**src/tcf_consts.svh**
```systemverilog
// Offsets, field positions and reset values of the thermal/current diagnostic bank.
// Assumes inclusion by bare name from the register bank source.
`ifndef TCF_CONSTS_SVH
`define TCF_CONSTS_SVH

`define TCF_OFS_EVENT_MEM     8'h12
`define TCF_OFS_LIVE_STATUS   8'h13
`define TCF_OFS_CUR_FAULT_MEM 8'h14
`define TCF_OFS_CUR_WARN_MEM  8'h15
`define TCF_OFS_FAULT_CLEAR   8'h30

`define TCF_BIT_WARN_SIG      7
`define TCF_BIT_FAULT_SIG     6
`define TCF_BIT_CLOCK_ERR     5
`define TCF_BIT_GLOBAL_SD     4
`define TCF_CHAN_MSB          3

`define TCF_RESET_BYTE        8'h00
`define TCF_RESET_CHAN        4'h0
`define TCF_SYNC_WIDTH        17

`endif

```
**src/tcf_pkg.sv**
```systemverilog
// Types shared by the thermal/current diagnostic bank.
// Assumes nothing of its surroundings.
package tcf_pkg;
  typedef logic [7:0] tcf_byte_type;
  typedef logic [3:0] tcf_chan_type;
endpackage : tcf_pkg

```
**src/tcf_regs.sv**
```systemverilog
// Thermal, clock and load-current diagnostic registers of a four-channel amplifier.
// Assumes a simple register port on ref_clk_in and asynchronous sensor levels.
`timescale 1ns/10ps
`default_nettype none
`include "tcf_consts.svh"
module tcf_regs (
  input  wire logic                 ref_clk_in,
  input  wire logic                 sys_rst_in,
  input  wire logic                 reg_rd_en_in,
  input  wire logic                 reg_wr_en_in,
  input  wire tcf_pkg::tcf_byte_type reg_addr_in,
  input  wire tcf_pkg::tcf_byte_type reg_wdata_in,
  output tcf_pkg::tcf_byte_type      reg_rdata_out,
  output logic                      reg_rvalid_out,
  input  wire logic                 thermal_shutdown_in,
  input  wire tcf_pkg::tcf_chan_type chan_thermal_over_limit_in,
  input  wire logic                 sync_clock_error_in,
  input  wire logic                 clock_follower_mode_in,
  input  wire logic                 fault_signal_in,
  input  wire logic                 warning_signal_in,
  input  wire tcf_pkg::tcf_chan_type chan_load_current_fault_in,
  input  wire tcf_pkg::tcf_chan_type chan_load_current_warning_in,
  output tcf_pkg::tcf_chan_type      chan_run_enable_out
);
  import tcf_pkg::*;

  logic [`TCF_SYNC_WIDTH-1:0] sync_vec;
  logic         s_global_sd;
  tcf_chan_type s_chan_sd;
  logic         s_clk_err;
  logic         s_follower;
  logic         s_fault_sig;
  logic         s_warn_sig;
  tcf_chan_type s_cur_fault;
  tcf_chan_type s_cur_warn;

  // All sensor levels are asynchronous to ref_clk_in
  tcf_sync2 #(
    .WIDTH (`TCF_SYNC_WIDTH)
  ) u_sync (
    .ref_clk_in (ref_clk_in),
    .sys_rst_in (sys_rst_in),
    .async_in   ({thermal_shutdown_in, chan_thermal_over_limit_in, sync_clock_error_in,
                  clock_follower_mode_in, fault_signal_in, warning_signal_in,
                  chan_load_current_fault_in, chan_load_current_warning_in}),
    .sync_out   (sync_vec)
  );

  assign {s_global_sd, s_chan_sd, s_clk_err, s_follower, s_fault_sig, s_warn_sig,
          s_cur_fault, s_cur_warn} = sync_vec;

  logic         rd_event;
  logic         rd_cur_fault;
  logic         rd_cur_warn;
  logic         wr_clear;
  logic         follower_clk_err;
  tcf_byte_type live_status;

  assign rd_event     = reg_rd_en_in && (reg_addr_in == `TCF_OFS_EVENT_MEM);
  assign rd_cur_fault = reg_rd_en_in && (reg_addr_in == `TCF_OFS_CUR_FAULT_MEM);
  assign rd_cur_warn  = reg_rd_en_in && (reg_addr_in == `TCF_OFS_CUR_WARN_MEM);
  assign wr_clear     = reg_wr_en_in && (reg_addr_in == `TCF_OFS_FAULT_CLEAR);

  assign follower_clk_err = s_clk_err && s_follower;

  // Live view, nothing latched
  always_comb
  begin
    live_status                    = `TCF_RESET_BYTE;
    live_status[`TCF_BIT_WARN_SIG]  = s_warn_sig;
    live_status[`TCF_BIT_FAULT_SIG] = s_fault_sig;
    live_status[`TCF_BIT_CLOCK_ERR] = follower_clk_err;
    live_status[`TCF_BIT_GLOBAL_SD] = s_global_sd;
    live_status[`TCF_CHAN_MSB:0]    = s_chan_sd;
  end

  logic         ev_clk_r;
  logic         ev_clk_nxt;
  logic         ev_global_r;
  logic         ev_global_nxt;
  tcf_chan_type ev_chan_r;
  tcf_chan_type ev_chan_nxt;
  tcf_chan_type cur_fault_r;
  tcf_chan_type cur_fault_nxt;
  tcf_chan_type cur_warn_r;
  tcf_chan_type cur_warn_nxt;
  tcf_chan_type stopped_r;
  tcf_chan_type stopped_nxt;
  tcf_byte_type rdata_r;
  tcf_byte_type rdata_nxt;
  logic         rvalid_r;
  logic         rvalid_nxt;

  // Set always wins over a clear in the same cycle, so no event is lost.
  // Thermal memory is not read-clear; the 0x30 write clears it.
  always_comb
  begin
    ev_global_nxt = (ev_global_r && !wr_clear) || s_global_sd;
    ev_chan_nxt   = (wr_clear ? `TCF_RESET_CHAN : ev_chan_r) | s_chan_sd;
    ev_clk_nxt    = (ev_clk_r && !wr_clear) || follower_clk_err;
    cur_fault_nxt = (rd_cur_fault ? `TCF_RESET_CHAN : cur_fault_r) | s_cur_fault;
    cur_warn_nxt  = (rd_cur_warn ? `TCF_RESET_CHAN : cur_warn_r) | s_cur_warn;
    // Reading 0x14 does not restart a channel
    stopped_nxt   = (wr_clear ? `TCF_RESET_CHAN : stopped_r) | s_cur_fault;
  end

  always_comb
  begin
    rvalid_nxt = reg_rd_en_in;
    rdata_nxt  = `TCF_RESET_BYTE;
    case (reg_addr_in)
      `TCF_OFS_EVENT_MEM:
      begin
        rdata_nxt[`TCF_BIT_CLOCK_ERR] = ev_clk_r;
        rdata_nxt[`TCF_BIT_GLOBAL_SD] = ev_global_r;
        rdata_nxt[`TCF_CHAN_MSB:0]    = ev_chan_r;
      end
      `TCF_OFS_LIVE_STATUS:   rdata_nxt = live_status;
      `TCF_OFS_CUR_FAULT_MEM: rdata_nxt[`TCF_CHAN_MSB:0] = cur_fault_r;
      `TCF_OFS_CUR_WARN_MEM:  rdata_nxt[`TCF_CHAN_MSB:0] = cur_warn_r;
      default:                rdata_nxt = `TCF_RESET_BYTE;
    endcase
    if (!reg_rd_en_in)
    begin
      rdata_nxt = rdata_r;
    end
  end

  always_ff @(posedge ref_clk_in)
  begin
    if (sys_rst_in)
    begin
      ev_global_r <= 1'b0;
      ev_clk_r    <= 1'b0;
      ev_chan_r   <= `TCF_RESET_CHAN;
      cur_fault_r <= `TCF_RESET_CHAN;
      cur_warn_r  <= `TCF_RESET_CHAN;
      stopped_r   <= `TCF_RESET_CHAN;
      rdata_r     <= `TCF_RESET_BYTE;
      rvalid_r    <= 1'b0;
    end
    else
    begin
      ev_global_r <= ev_global_nxt;
      ev_clk_r    <= ev_clk_nxt;
      ev_chan_r   <= ev_chan_nxt;
      cur_fault_r <= cur_fault_nxt;
      cur_warn_r  <= cur_warn_nxt;
      stopped_r   <= stopped_nxt;
      rdata_r     <= rdata_nxt;
      rvalid_r    <= rvalid_nxt;
    end
  end

  assign reg_rdata_out       = rdata_r;
  assign reg_rvalid_out      = rvalid_r;
  assign chan_run_enable_out = ~stopped_r;
endmodule : tcf_regs
`default_nettype wire

```
**src/tcf_sync2.sv**
```systemverilog
// Two-stage synchroniser for a vector of independent levels.
// Assumes each bit is a slow level; no multi-bit coherence is given.
`timescale 1ns/10ps
`default_nettype none
module tcf_sync2 #(
  parameter int WIDTH = 1
) (
  input  wire logic             ref_clk_in,
  input  wire logic             sys_rst_in,
  input  wire logic [WIDTH-1:0] async_in,
  output logic      [WIDTH-1:0] sync_out
);
  logic [WIDTH-1:0] meta_r;
  logic [WIDTH-1:0] meta_nxt;
  logic [WIDTH-1:0] sync_r;
  logic [WIDTH-1:0] sync_nxt;

  always_comb
  begin
    meta_nxt = async_in;
    sync_nxt = meta_r;
  end

  always_ff @(posedge ref_clk_in)
  begin
    if (sys_rst_in)
    begin
      meta_r <= '0;
      sync_r <= '0;
    end
    else
    begin
      meta_r <= meta_nxt;
      sync_r <= sync_nxt;
    end
  end

  assign sync_out = sync_r;
endmodule : tcf_sync2
`default_nettype wire

```
**config.mk**
```make
export PLATFORM = sky130hd
export DESIGN_NAME = tcf_regs
export DESIGN_NICKNAME = d
export VERILOG_FILES = /design/src/tcf_pkg.sv /design/src/tcf_regs.sv /design/src/tcf_sync2.sv
export VERILOG_INCLUDE_DIRS = /design/src
export SDC_FILE = /design/constraint.sdc
export NUM_CORES = 1
export LEC_CHECK = 0
export BUFFER_PORTS_ARGS = -buffer_cell sky130_fd_sc_hd__buf_2
export CORE_AREA = 3 3 66 68
export CTS_BUF_LIST = sky130_fd_sc_hd__clkbuf_8
export CTS_CLUSTER_SIZE = 24
export DETAILED_ROUTE_END_ITERATION = 8
export DIE_AREA = 0 0 69 71
export PLACE_DENSITY = 0.94
export SLEW_MARGIN = 10
export SYNTH_ARGS = -nofsm -noshare
export SYNTH_HDL_FRONTEND = slang
export SYNTH_SLANG_ARGS = --single-unit
```
**constraint.sdc**
```tcl
create_clock -name ref_clk_in -period 1.6 [get_ports ref_clk_in]
set_input_delay 0.08 -clock ref_clk_in [delete_from_list [all_inputs] [get_ports ref_clk_in]]
set_output_delay 0.08 -clock ref_clk_in [all_outputs]
set_load 0.005 [all_outputs]
```
## Word level (Yosys, flattened, before mapping)

Index checks and enable logic that the tools add are counted.

| storage, ports and cells | value |
|---|---|
| register bits | 61 |
| input port bits | 37 |

| operators by class | value |
|---|---|
| equal/unequal tests | 5 |
| muxes and demuxes | 7 |
| bitwise gates (word level) | 5 |
| reduce and logical (&&, ||, !) cells | 9 |

Operators by type and width:

| operator | count |
|---|---|
| 8-bit by 5-bit == test with 1-bit output, second input constant | 4 |
| 4-bit 2-to-1 mux | 4 |
| 4-bit bitwise OR | 4 |
| 4-bit case mux with 4 select lines | 1 |
| 8-bit by 6-bit == test with 1-bit output, second input constant | 1 |
| 1-bit logical AND | 6 |
| 4-bit inverter | 1 |
| 2-bit case mux with 2 select lines | 1 |
| 1-bit logical OR | 2 |
| 2-bit 2-to-1 mux | 1 |
| 1-bit logical NOT | 1 |

## Logic depth before layout (Yosys ltp)

Gate-level depths: netlist (run 1).

| logic depth | value |
|---|---|
| depth after elaboration | 5 |
| mapped depth | 4 |

## Modules after synthesis

A second synthesis (run 1) with hierarchy kept.

| second synthesis, totals | value |
|---|---|
| cells, all modules | 214 |
| area, all modules | 2165.8 um^2 |

By module, submodules not included:

| module | instances | cells each | area each (um^2) | sequential area each (um^2) |
|---|---|---|---|---|
| tcf_regs | 1 | 143 | 1228.7 | 540.5 |
| tcf_sync2 | 1 | 71 | 937.1 | 680.7 |

## Worst setup path after synthesis (run 1)

OpenSTA, ideal clock, no wires.

| timing path | value |
|---|---|
| kind | input to register |
| start point | in reg_addr_in[7] |
| end point | reg ev_clk_r |
| setup time | 138 ps |
| arrival | 950 ps |
| data required time | 1462 ps |
| setup slack | 512 ps |
| stages on the path | 4 |
| path buffers | 1 |
| cell sequence | or4b_4 -> buf_4 -> a21oi_2 -> a211oi_1 |

| between the ends | value |
|---|---|
| cells in the longest elaborated chain, start to end | 5 |

Ends and longest elaborated chain:

| element | RTL line | source |
|---|---|---|
| from (decl) | tcf_regs.sv:11 | `input wire tcf_pkg::tcf_byte_type reg_addr_in,` |
| 8-bit by 6-bit == test with 1-bit output (no source line) | n/a |  |
| 1-bit logical AND | tcf_regs.sv:62 | `` assign wr_clear = reg_wr_en_in && (reg_addr_in == `TCF_OFS_FAULT_CLEAR); `` |
| 1-bit logical NOT | tcf_regs.sv:100 | `ev_clk_nxt = (ev_clk_r && !wr_clear) \|\| follower_clk_err;` |
| 1-bit logical AND | tcf_regs.sv:100 |  |
| 1-bit logical OR | tcf_regs.sv:100 |  |
| to (signal assigned) | tcf_regs.sv:145 | `ev_clk_r <= ev_clk_nxt;` |
| to (decl) | tcf_regs.sv:77 | `logic ev_clk_r;` |

Every way passes these cells.
A chain may end at the register's enable or synchronous reset.

## Final worst setup path (run 1)

| timing path | value |
|---|---|
| start point | in sys_rst_in |
| end point | reg rdata_r[4] (netlist: reg_rdata_out[4]) |

RTL lines:

| element | RTL line | source |
|---|---|---|
| from (decl) | tcf_regs.sv:8 | `input wire logic sys_rst_in,` |
| to (signal assigned) | tcf_regs.sv:139 | `` rdata_r <= `TCF_RESET_BYTE; `` |
| to (signal assigned) | tcf_regs.sv:150 | `rdata_r <= rdata_nxt;` |
| to (decl) | tcf_regs.sv:89 | `tcf_byte_type rdata_r;` |

No word-level cell between the ends.

==> results of run 1 <==
## cell usage after synthesis, types with 5 or more instances
cell type and count:
nor3b_1 5, o21ai_0 5, clkbuf_1 9, inv_1 5
nor2_1 36, and3b_1 8, dfxtp_1 61, nor2b_1 37
a211oi_1 14
## report_power, final
part	total, mW	internal [mW]	switching (mW)
clock	1.35	0.789	0.559
combinational	0.230	0.122	0.108
sequential	1.62	1.58	0.0310
## worst max-delay path: stages
cell and delay, ns:
dlygate4sd3_1 0.54, buf_2 0.17, buf_4 0.36, buf_4 0.30, a21oi_1 0.09
## worst paths after layout
kind	start	depth (start not counted)	slack (ns)	end
worst max register to register	cur_warn_r[0]$_SDFF_PP0_	3	0.67	reg_rdata_out[0]$_SDFFE_PP0P_
worst max-delay path	sys_rst_in	5	0.26	reg_rdata_out[4]$_SDFFE_PP0P_
worst min register to register	u_sync.meta_r[7]$_SDFF_PP0_	1	0.43	u_sync.sync_out[7]$_SDFF_PP0_
worst min-delay path	reg_rd_en_in	2	0.13	reg_rvalid_out$_SDFF_PP0_
## metal layers
metal,part of all wire (%),vias up,wire [um],GRT usage (%)
li1,-,892,-,-
met1,41,829,1833,23.35
met2,50,69,2230,31.78
met3,7.7,6,344,5.540
met4,1.2,0,54,12.80
met5,0,-,0,0
## timing repair
action	CTS	global route
hold buffers	18	0
endpoints found under the hold margin	19	0
setup buffers	0	0
## cell type report
class	instances	area [um2]
Multi-Input combinational cell	145	917.1
Clock buffer	11	151.4
Clock inverter	4	47.55
Timing Repair Buffer	62	407.9
Inverter	5	18.77
Fill cell	291	1087
Sequential cell	61	1221
Tap cell	50	62.56
## layout by cell type (no fill, tap or decap), types with 2 or more instances in the layout
master / n
o21ai_0: 5
nand2_1: 4
nor3b_1: 5
inv_1: 5
and4b_1: 2
nand2b_1: 3
buf_2: 41
nor2_1: 36
nor2b_1: 37
dfxtp_1: 61
a311oi_1: 4
a22oi_1: 4
and3b_1: 8
a222oi_1: 4
nand3_1: 4
buf_4: 3
clkinv_2: 2
dlygate4sd3_1: 18
and3_1: 2
a21oi_1: 4
clkbuf_8: 11
a211oi_1: 14
## registers in the layout, indices dropped and copies added (netlist names), 4 cells and up
register         count
stopped_r            4
cur_fault_r          4
u_sync.sync_out     17
cur_warn_r           4
reg_rdata_out        8
u_sync.meta_r       17
ev_chan_r            4
## logic make-up after synthesis
| logic type | Yosys count |
|---|---|
| xor+xnor | 1 |
| buf+inv | 17 |
| simple gates | 106 |
| compound gates | 37 |
| mux | 1 |
| flops | 61 |
==> qor.csv, run 1 <==
metric;value;unit
mux share of post-synthesis cell area;0.5099;%
I/O pin count;50;
final core utilization;72.22;%
First-pass DRT Iterations;4;
crit start category;primary input;
Final setup viols;0;
Synth Area in Simple Gates;28.22;%
core area;3914;um2
Achievable Freq;748.5;MHz
HP Class;in -> reg;
syn_area_per_cell;9.903;um2
DP Area;2447;um2
crit end category;flip-flop;
sequential fraction of the synthesis area;55.30;%
DRC violations left;0;
H-tree Lvls;3;
pin count of the biggest net entering global routing;36;
Cells after DPL;305;
# diodes;0;
GPL Wtd Cong;0.8124;
complex-gate fraction of the synthesized area;12.41;%
Synth Cell Area;2208;um2
row cnt;23;
Synth Area in XOR/XNOR;0.3966;%
Slew headroom;68.39;%
status;finished, final reports clean;
total wire length;4.462;mm
Final ANT Viol Nets;0;
share of the synthesized area in the top cell type;55.30;%
post-route clock skew;0.009556;ns
CTS root buf;clkbuf_8;
Post-Place Setup Slack;0.2116;ns
Synth Net Count;260;
Die Span Y;71;um
Pwr Density;1130;nW/um2
Slew Viols, Final;0;
clock latency on the worst-skew pair;0.34;ns
area grow syn2layout;27.99;%
Layout Nets;321;
WP data arrival;1.55;ns
Worst Path Max Fanout;35;
layout cells sized above 1;22.57;%
clock buffer depth;2;
post-route clock period utilization;83.50;%
Synth area leader;dfxtp_1;
total global-route track usage;19.81;%
worst-case hold slack;0.1302;ns
HPWL after DPL;2.911;mm
final worst setup slack;0.2640;ns
Vias;1796;
TNS Setup;0;ns
most used flip-flop cell after synthesis;dfxtp_1;
main combinational cell family by area after synthesis;simple AND/OR/NAND/NOR gates;
top post-synthesis cells by area;dfxtp_1 (55%), nor2b_1 (10%), nor2_1 (6.1%);
Syn. warnings;0;
adder-cell area share of the yosys netlist;0;%
antenna violations before repair;0;
synthesized flop and latch total;61;
CP required;1.82;ns
first-pass GRT wire length;7.541;mm
library cells used by synthesis;29;
Leakage;1.184;nW
CTS tree;yes;
GR Overflow Total;0;
PostCTS Resize Cnt;0;
Wirelength per Cell;13.20;um
Initial Util;56.43;%
Max-Cap Viols;0;
final hold violations;0;
DIE AREA;4899;um2
Async SR Flop Fraction;0;%
Final min period;1.336;ns
total CTS buffers;9;
Synth Instances;223;
Least-Margin Pin Slew;0.4731;ns
Final Power;3.193;mW
clk slew on worst S/H paths;0.06;ns
Peak supply drop;845.0;uV
fin cells;338;
die width;69;um
RSZ-0062 raised after global routing;false;
vias in the first global route;1678;
critical path class;in -> reg;
TritonCTS Sinks;61;
vias per cell;5.314;
number of port buffers;41;
number of synthesized flops with an enable pin;0;
Initial DRC Count;170;
fin area;2826;um2
Power figures use the tool's default switching activity.
==> inputs of run 2 (changes only) <==
--- a/config.mk
+++ b/config.mk
@@ -6,13 +6,14 @@
 export SDC_FILE = /design/constraint.sdc
 export NUM_CORES = 1
 export LEC_CHECK = 0
+export ABC_AREA = 1
 export BUFFER_PORTS_ARGS = -buffer_cell sky130_fd_sc_hd__buf_2
-export CORE_AREA = 3 3 66 68
+export CORE_AREA = 3 3 70 72
 export CTS_BUF_LIST = sky130_fd_sc_hd__clkbuf_8
 export CTS_CLUSTER_SIZE = 24
 export DETAILED_ROUTE_END_ITERATION = 8
-export DIE_AREA = 0 0 69 71
-export PLACE_DENSITY = 0.94
+export DIE_AREA = 0 0 73 75
+export PLACE_DENSITY = 0.87
 export SLEW_MARGIN = 10
 export SYNTH_ARGS = -nofsm -noshare
 export SYNTH_HDL_FRONTEND = slang
==> constraint.sdc (replaced) <==
create_clock -name ref_clk_in -period 1.1 [get_ports ref_clk_in]
set_input_delay 0.055 -clock ref_clk_in [delete_from_list [all_inputs] [get_ports ref_clk_in]]
set_output_delay 0.055 -clock ref_clk_in [all_outputs]
set_load 0.005 [all_outputs]
==> run 2 against run 1 <==
Against the previous run:
- global-route usage down 3.8 points
- clock-buffer cell count rose by 2
- worst hold slack got worse by 0.0056 ns
- synthesized cell count grew 18%
- first-iteration DRC count shrank 54%
- register-to-register slack worse by 0.36 ns
- via count fell by 3.0%
- core utilization fell by 8.6 points
- final cell count up 14%
- clock power grew 34%
- routed wire length fell by 10%
- design area shrank 2.0%
- critical endpoint is now chan_run_enable_out[3]
- highest routed layer unchanged
==> qor.csv, run 2 <==
metric;value;unit
Least-Margin Pin Slew;0.3217;ns
Wirelength per Cell;10.39;um
antenna violations before repair;0;
Post-Place Setup Slack;-0.004699;ns
most frequent cell after synthesis;dfxtp_1;
syn_area_per_cell;8.111;um2
most common cell after layout, fill and taps aside;dfxtp_1;
First-pass DRT Iterations;4;
most used flip-flop cell after synthesis;dfxtp_1;
H-tree Lvls;3;
Die Span Y;75;um
post-route clock period utilization;81.07;%
HP Class;in -> reg;
final hold violations;0;
DP Area;2410;um2
DIE AREA;5475;um2
Synth Instances;263;
library cells used by synthesis;21;
Pwr Density;1619;nW/um2
share of the synthesized area in the top cell type;57.24;%
commonest cells after routing, fill and taps aside;dfxtp_1 (61), inv_1 (53), nor2_1 (44);
number of synthesized flops with an enable pin;0;
total CTS buffers;9;
Final ANT Viol Nets;0;
top post-synthesis cells by area;dfxtp_1 (57%), inv_1 (8.8%), nor2_1 (7.7%);
crit end category;output port;
Synth Net Count;300;
Syn. warnings;0;
clk slew on worst S/H paths;0.06;ns
clock latency on the worst-skew pair;0.32;ns
first-pass GRT wire length;6.541;mm
I/O pin count;50;
layout cells sized above 1;22.22;%
total wire length;3.999;mm
area grow syn2layout;29.85;%
Final setup viols;0;
FF-to-FF setup slack;0.31;ns
post-route clock skew;0.004890;ns
vias per cell;4.525;
clock buffer depth;2;
vias in the first global route;1627;
Worst Path Max Fanout;2;
row cnt;24;
synth cell count leaders;dfxtp_1 (61), inv_1 (50), nor2_1 (44);
CP required;1.04;ns
Peak supply drop;991.9;uV
Async SR Flop Fraction;0;%
Synth Cell Area;2133;um2
Slew Viols, Final;0;
Final min period;0.8917;ns
TritonCTS Sinks;61;
Achievable Freq;1121;MHz
DRC violations left;0;
CTS root buf;clkbuf_8;
Vias;1742;
final worst setup slack;0.2083;ns
critical path class;reg -> out;
# diodes;0;
GR Overflow Total;0;
RSZ-0062 raised after global routing;false;
Synth area leader;dfxtp_1;
total global-route track usage;16.02;%
Initial Util;48.99;%
pin count of the biggest net entering global routing;41;
Leakage;1.341;nW
Slew headroom;78.50;%
WP data arrival;0.84;ns
fillcell total;365;
HPWL after DPL;2.604;mm
die width;73;um
fin area;2770;um2
number of port buffers;41;
core area;4354;um2
Layout Nets;365;
crit start category;flip-flop;
sequential fraction of the synthesis area;57.24;%
Initial DRC Count;78;
status;finished, final reports clean;
Max-Cap Viols;0;
synthesized flop and latch total;61;
GPL Wtd Cong;0.8316;
postcts setup bufs;0;
CTS tree;yes;
==> run 2: cell types whose count changed after synthesis, sizes merged, moves of 6 or more <==
cell / change
nor2: +14
nor2b: -37
a211oi: -14
a21oi: +19
clkbuf: -6
nand3: +17
nand2: +30
and3b: -8
nor3b: -6
inv: +49
==> run 2: area by class of cell <==
type / instances / area [um2] / share of cell area [%]
repair buffers: 62 / 430.4 / 15.54
well taps: 52 / 65.06 / 2.349
clock inverters: 3 / 11.26 / 0.4065
flip-flops and latches: 61 / 1221 / 44.08
multi-input cells: 140 / 660.6 / 23.85
clock buffers: 13 / 178.9 / 6.459
inverters: 54 / 202.7 / 7.317
==> run 2: what timing repair did <==
item                                    4_1_cts  5_1_grt
resized for setup                             0        0
hold buffers                                 17        0
endpoints found under the setup margin        0        0
endpoints found under the hold margin        17        0
==> run 2: where the power goes <==
group | switching [mW] | total (mW) | leakage (nW) | internal [mW]
sequential | 0.0388 | 2.35 | 0.502 | 2.31
clock | 0.768 | 1.81 | 0.109 | 1.04
combinational | 0.166 | 0.327 | 0.730 | 0.161
==> run 2: worst max-delay path, stage by stage, from the launching register on <==
cell and delay (ns):
dfxtp_1 0.34, inv_1 0.05, buf_2 0.12
==> run 2: path summary, 6_finish.rpt <==
path                                   from                             to  cells past startpoint
min reg2reg     u_sync.meta_r[5]$_SDFF_PP0_  u_sync.sync_out[5]$_SDFF_PP0_                      2
min                              sys_rst_in  reg_rdata_out[7]$_SDFFE_PP0P_                      4
max reg2reg  u_sync.sync_out[14]$_SDFF_PP0_  reg_rdata_out[2]$_SDFFE_PP0P_                      4
max                 stopped_r[3]$_SDFF_PP0_         chan_run_enable_out[3]                      2
==> run 2: cells by family (layout without fill, tap and decap cells) <==
logic type	count (synthesis)	count (layout)	share of synthesized area, %
buffers and inverters	62	132	11.79
AOI/OAI and AO/OA	33	33	8.094
and+or+nand+nor	107	107	22.87
DFF	61	61	57.24
==> run 2: stage by stage <==
step / hold WS, ns / total power, mW / instances / setup TNS (ns) / utilization, %
final: 0.1246 / 4.486 / 385 / 0 / 63.62
after global routing: 0.1159 / 4.674 / 385 / 0 / 63.62
after CTS: 0.1002 / 4.537 / 385 / 0 / 63.62
after detailed placement: 0.2599 / 2.677 / 352 / -0.004699 / 55.34
after global placement: 0.2563 / 2.663 / 352 / 0 / 55.34
after floorplan: 0.1620 / 2.562 / 263 / 0 / -
==> run 2: routing by layer <==
metal | up-vias | track usage (%) | wire (um)
met2 | 57 | 27.21 | 1985
li1 | 925 | - | -
met4 | 0 | 7.787 | 67
met5 | - | 0 | 0
met3 | 7 | 6.809 | 237
met1 | 753 | 17.17 | 1708
==> inputs of run 3 (changes only) <==
==> constraint.sdc (replaced) <==
create_clock -name ref_clk_in -period 0.8 [get_ports ref_clk_in]
set_input_delay 0.04 -clock ref_clk_in [delete_from_list [all_inputs] [get_ports ref_clk_in]]
set_output_delay 0.04 -clock ref_clk_in [all_outputs]
set_load 0.005 [all_outputs]
==> run 3 against run 2 <==
Against the previous run:
- the run now ends with negative setup slack left
- clock power increased by 30%
- via count increased by 7.6%
- flip-flop and latch count unchanged
- first-iteration DRC count increased by 110%
- worst setup slack got worse by 0.25 ns
- critical path type is now reg -> reg
- highest routed layer unchanged
==> qor.csv, run 3 (synthesis gave the netlist of run 2 again) <==
metric;value;unit
crit end category;flip-flop;
DRC violations left;0;
GPL Wtd Cong;0.8136;
Achievable Freq;1193;MHz
total global-route track usage;16.17;%
post-route clock skew;0.005876;ns
row cnt;24;
vias per cell;4.685;
Final Power;6.132;mW
Final ANT Viol Nets;0;
Max-Cap Viols;0;
total CTS buffers;9;
Pwr Density;2025;nW/um2
antenna violations before repair;0;
clock latency on the worst-skew pair;0.32;ns
status;finished with violations;
area grow syn2layout;41.94;%
First-pass DRT Iterations;4;
combinational power share;8.7;%
Least-Margin Pin Slew;0.3166;ns
HP Class;in -> reg;
Final setup viols;12;
TNS Setup;-0.2305;ns
post-route clock period utilization;104.8;%
Clk pwr share;38.3;%
clock buffer depth;2;
CTS root buf;clkbuf_8;
delay-heaviest family, CP;flip-flops;
Die Span Y;75;um
CTS tree;yes;
sequential group share of total power;53.0;%
Peak supply drop;869.0;uV
first-pass GRT wire length;6.651;mm
NetSw;1.421;mW
crit start category;flip-flop;
Slew headroom;78.90;%
final hold violations;0;
H-tree Lvls;3;
# diodes;0;
Cells after DPL;357;
Worst Path Buf+Inv;0;
DIE AREA;5475;um2
TritonCTS Sinks;61;
number of port buffers;41;
fillcell total;324;
Layout Nets;380;
Leakage;1.426;nW
Vias;1874;
clk slew on worst S/H paths;0.06;ns
RSZ-0062 raised after global routing;true;
CP required;1.05;ns
final worst setup slack;-0.03851;ns
HPWL after DPL;2.614;mm
GR Overflow Total;0;
Multi-input gate area;772.0;um2
Initial Util;48.99;%
Final min period;0.8385;ns
commonest cells after routing, fill and taps aside;inv_1 (48), nor2_1 (44), buf_2 (39);
pin count of the biggest net entering global routing;40;
fin cells;400;
critical path class;reg -> reg;
WP data arrival;1.09;ns
max incr delay on CP;0.34;ns
DP Area;2492;um2
core area;4354;um2
CP max-delay cell;dfxtp_1;
fin area;3028;um2
worst-case hold slack;0.09474;ns
Initial DRC Count;163;
vias in the first global route;1601;
Wirelength per Cell;11.56;um
layout cells sized above 1;38.51;%
Sequential Area;1251;um2
sw frac;23.17;%
failing checks;negative setup slack;
Slew Viols, Final;0;
internal power;4.711;mW
most common cell after layout, fill and taps aside;inv_1;
CP cell instances;nand3_1 > nand2_1 > o21ai_2 > a21oi_2;
die width;73;um
total wire length;4.622;mm
Worst Path Max Fanout;2;
I/O pin count;50;
## run 3: changes by cell type in the layout (fill, tap and decap cells not counted), sizes merged
cell,change
buf,+14
clkbuf,-2
clkinv,+3
nor2,+1
inv,-2
clkinvlp,+1
## run 3: timing repair
action	CTS	global route
endpoints found under the hold margin	17	0
pin swaps	2	25
hold buffers	17	0
endpoints found under the setup margin	14	25
gates resized for setup	15	29
buffers inserted	2	7
cloned	0	1
## run 3: through the flow
step,utilization [%],worst slack (ns)
global route,69.54,-0.1297
CTS,66.15,-0.05285
floorplan,-,-0.006984
detailed placement,57.24,-0.3135
finish,69.54,-0.03851
global placement,57.24,-0.2637
## run 3: final cells by class
type / count / share of cell area, %
Sequential cell: 61 / 41.32
Multi-Input combinational cell: 141 / 25.50
Timing Repair Buffer: 76 / 17.69
Inverter: 54 / 7.479
Clock buffer: 11 / 5.000
Tap cell: 52 / 2.149
Clock inverter: 5 / 0.8678
## run 3: routing by layer
metal	GRT usage [%]	part of all wire (%)	routed length, um
met4	11.07	2.2	100
met3	5.607	5.6	259
met2	26.22	49	2282
met1	17.88	43	1979
met5	0	0	0
## run 3: worst min-delay path: cells and delay by family
family,cells,cell delay (ns)
AOI/OAI and AO/OA,2,0.13
buffers and inverters,2,0.22
## run 3: path summary, 6_finish.rpt
kind	to	start	slack (ns)	cells past startpoint
min reg2reg	u_sync.sync_out[15]$_SDFF_PP0_	u_sync.meta_r[15]$_SDFF_PP0_	0.39	2
max	reg_rdata_out[3]$_SDFFE_PP0P_	cur_warn_r[3]$_SDFF_PP0_	-0.04	4
min	reg_rdata_out[6]$_SDFFE_PP0P_	sys_rst_in	0.09	4
max reg2reg	reg_rdata_out[3]$_SDFFE_PP0P_	cur_warn_r[3]$_SDFF_PP0_	-0.04	4
## run 3: power by group through the flow
| stage | Clock, mW | Sequential [mW] | Combinational, mW |
|---|---|---|---|
| after floorplan | 0 | 3.29 | 0.258 |
| after global placement | 0 | 3.29 | 0.406 |
| after detailed placement | 0 | 3.30 | 0.420 |
| after CTS | 2.41 | 3.24 | 0.491 |
| after global routing | 2.55 | 3.26 | 0.593 |
| final | 2.35 | 3.25 | 0.532 |
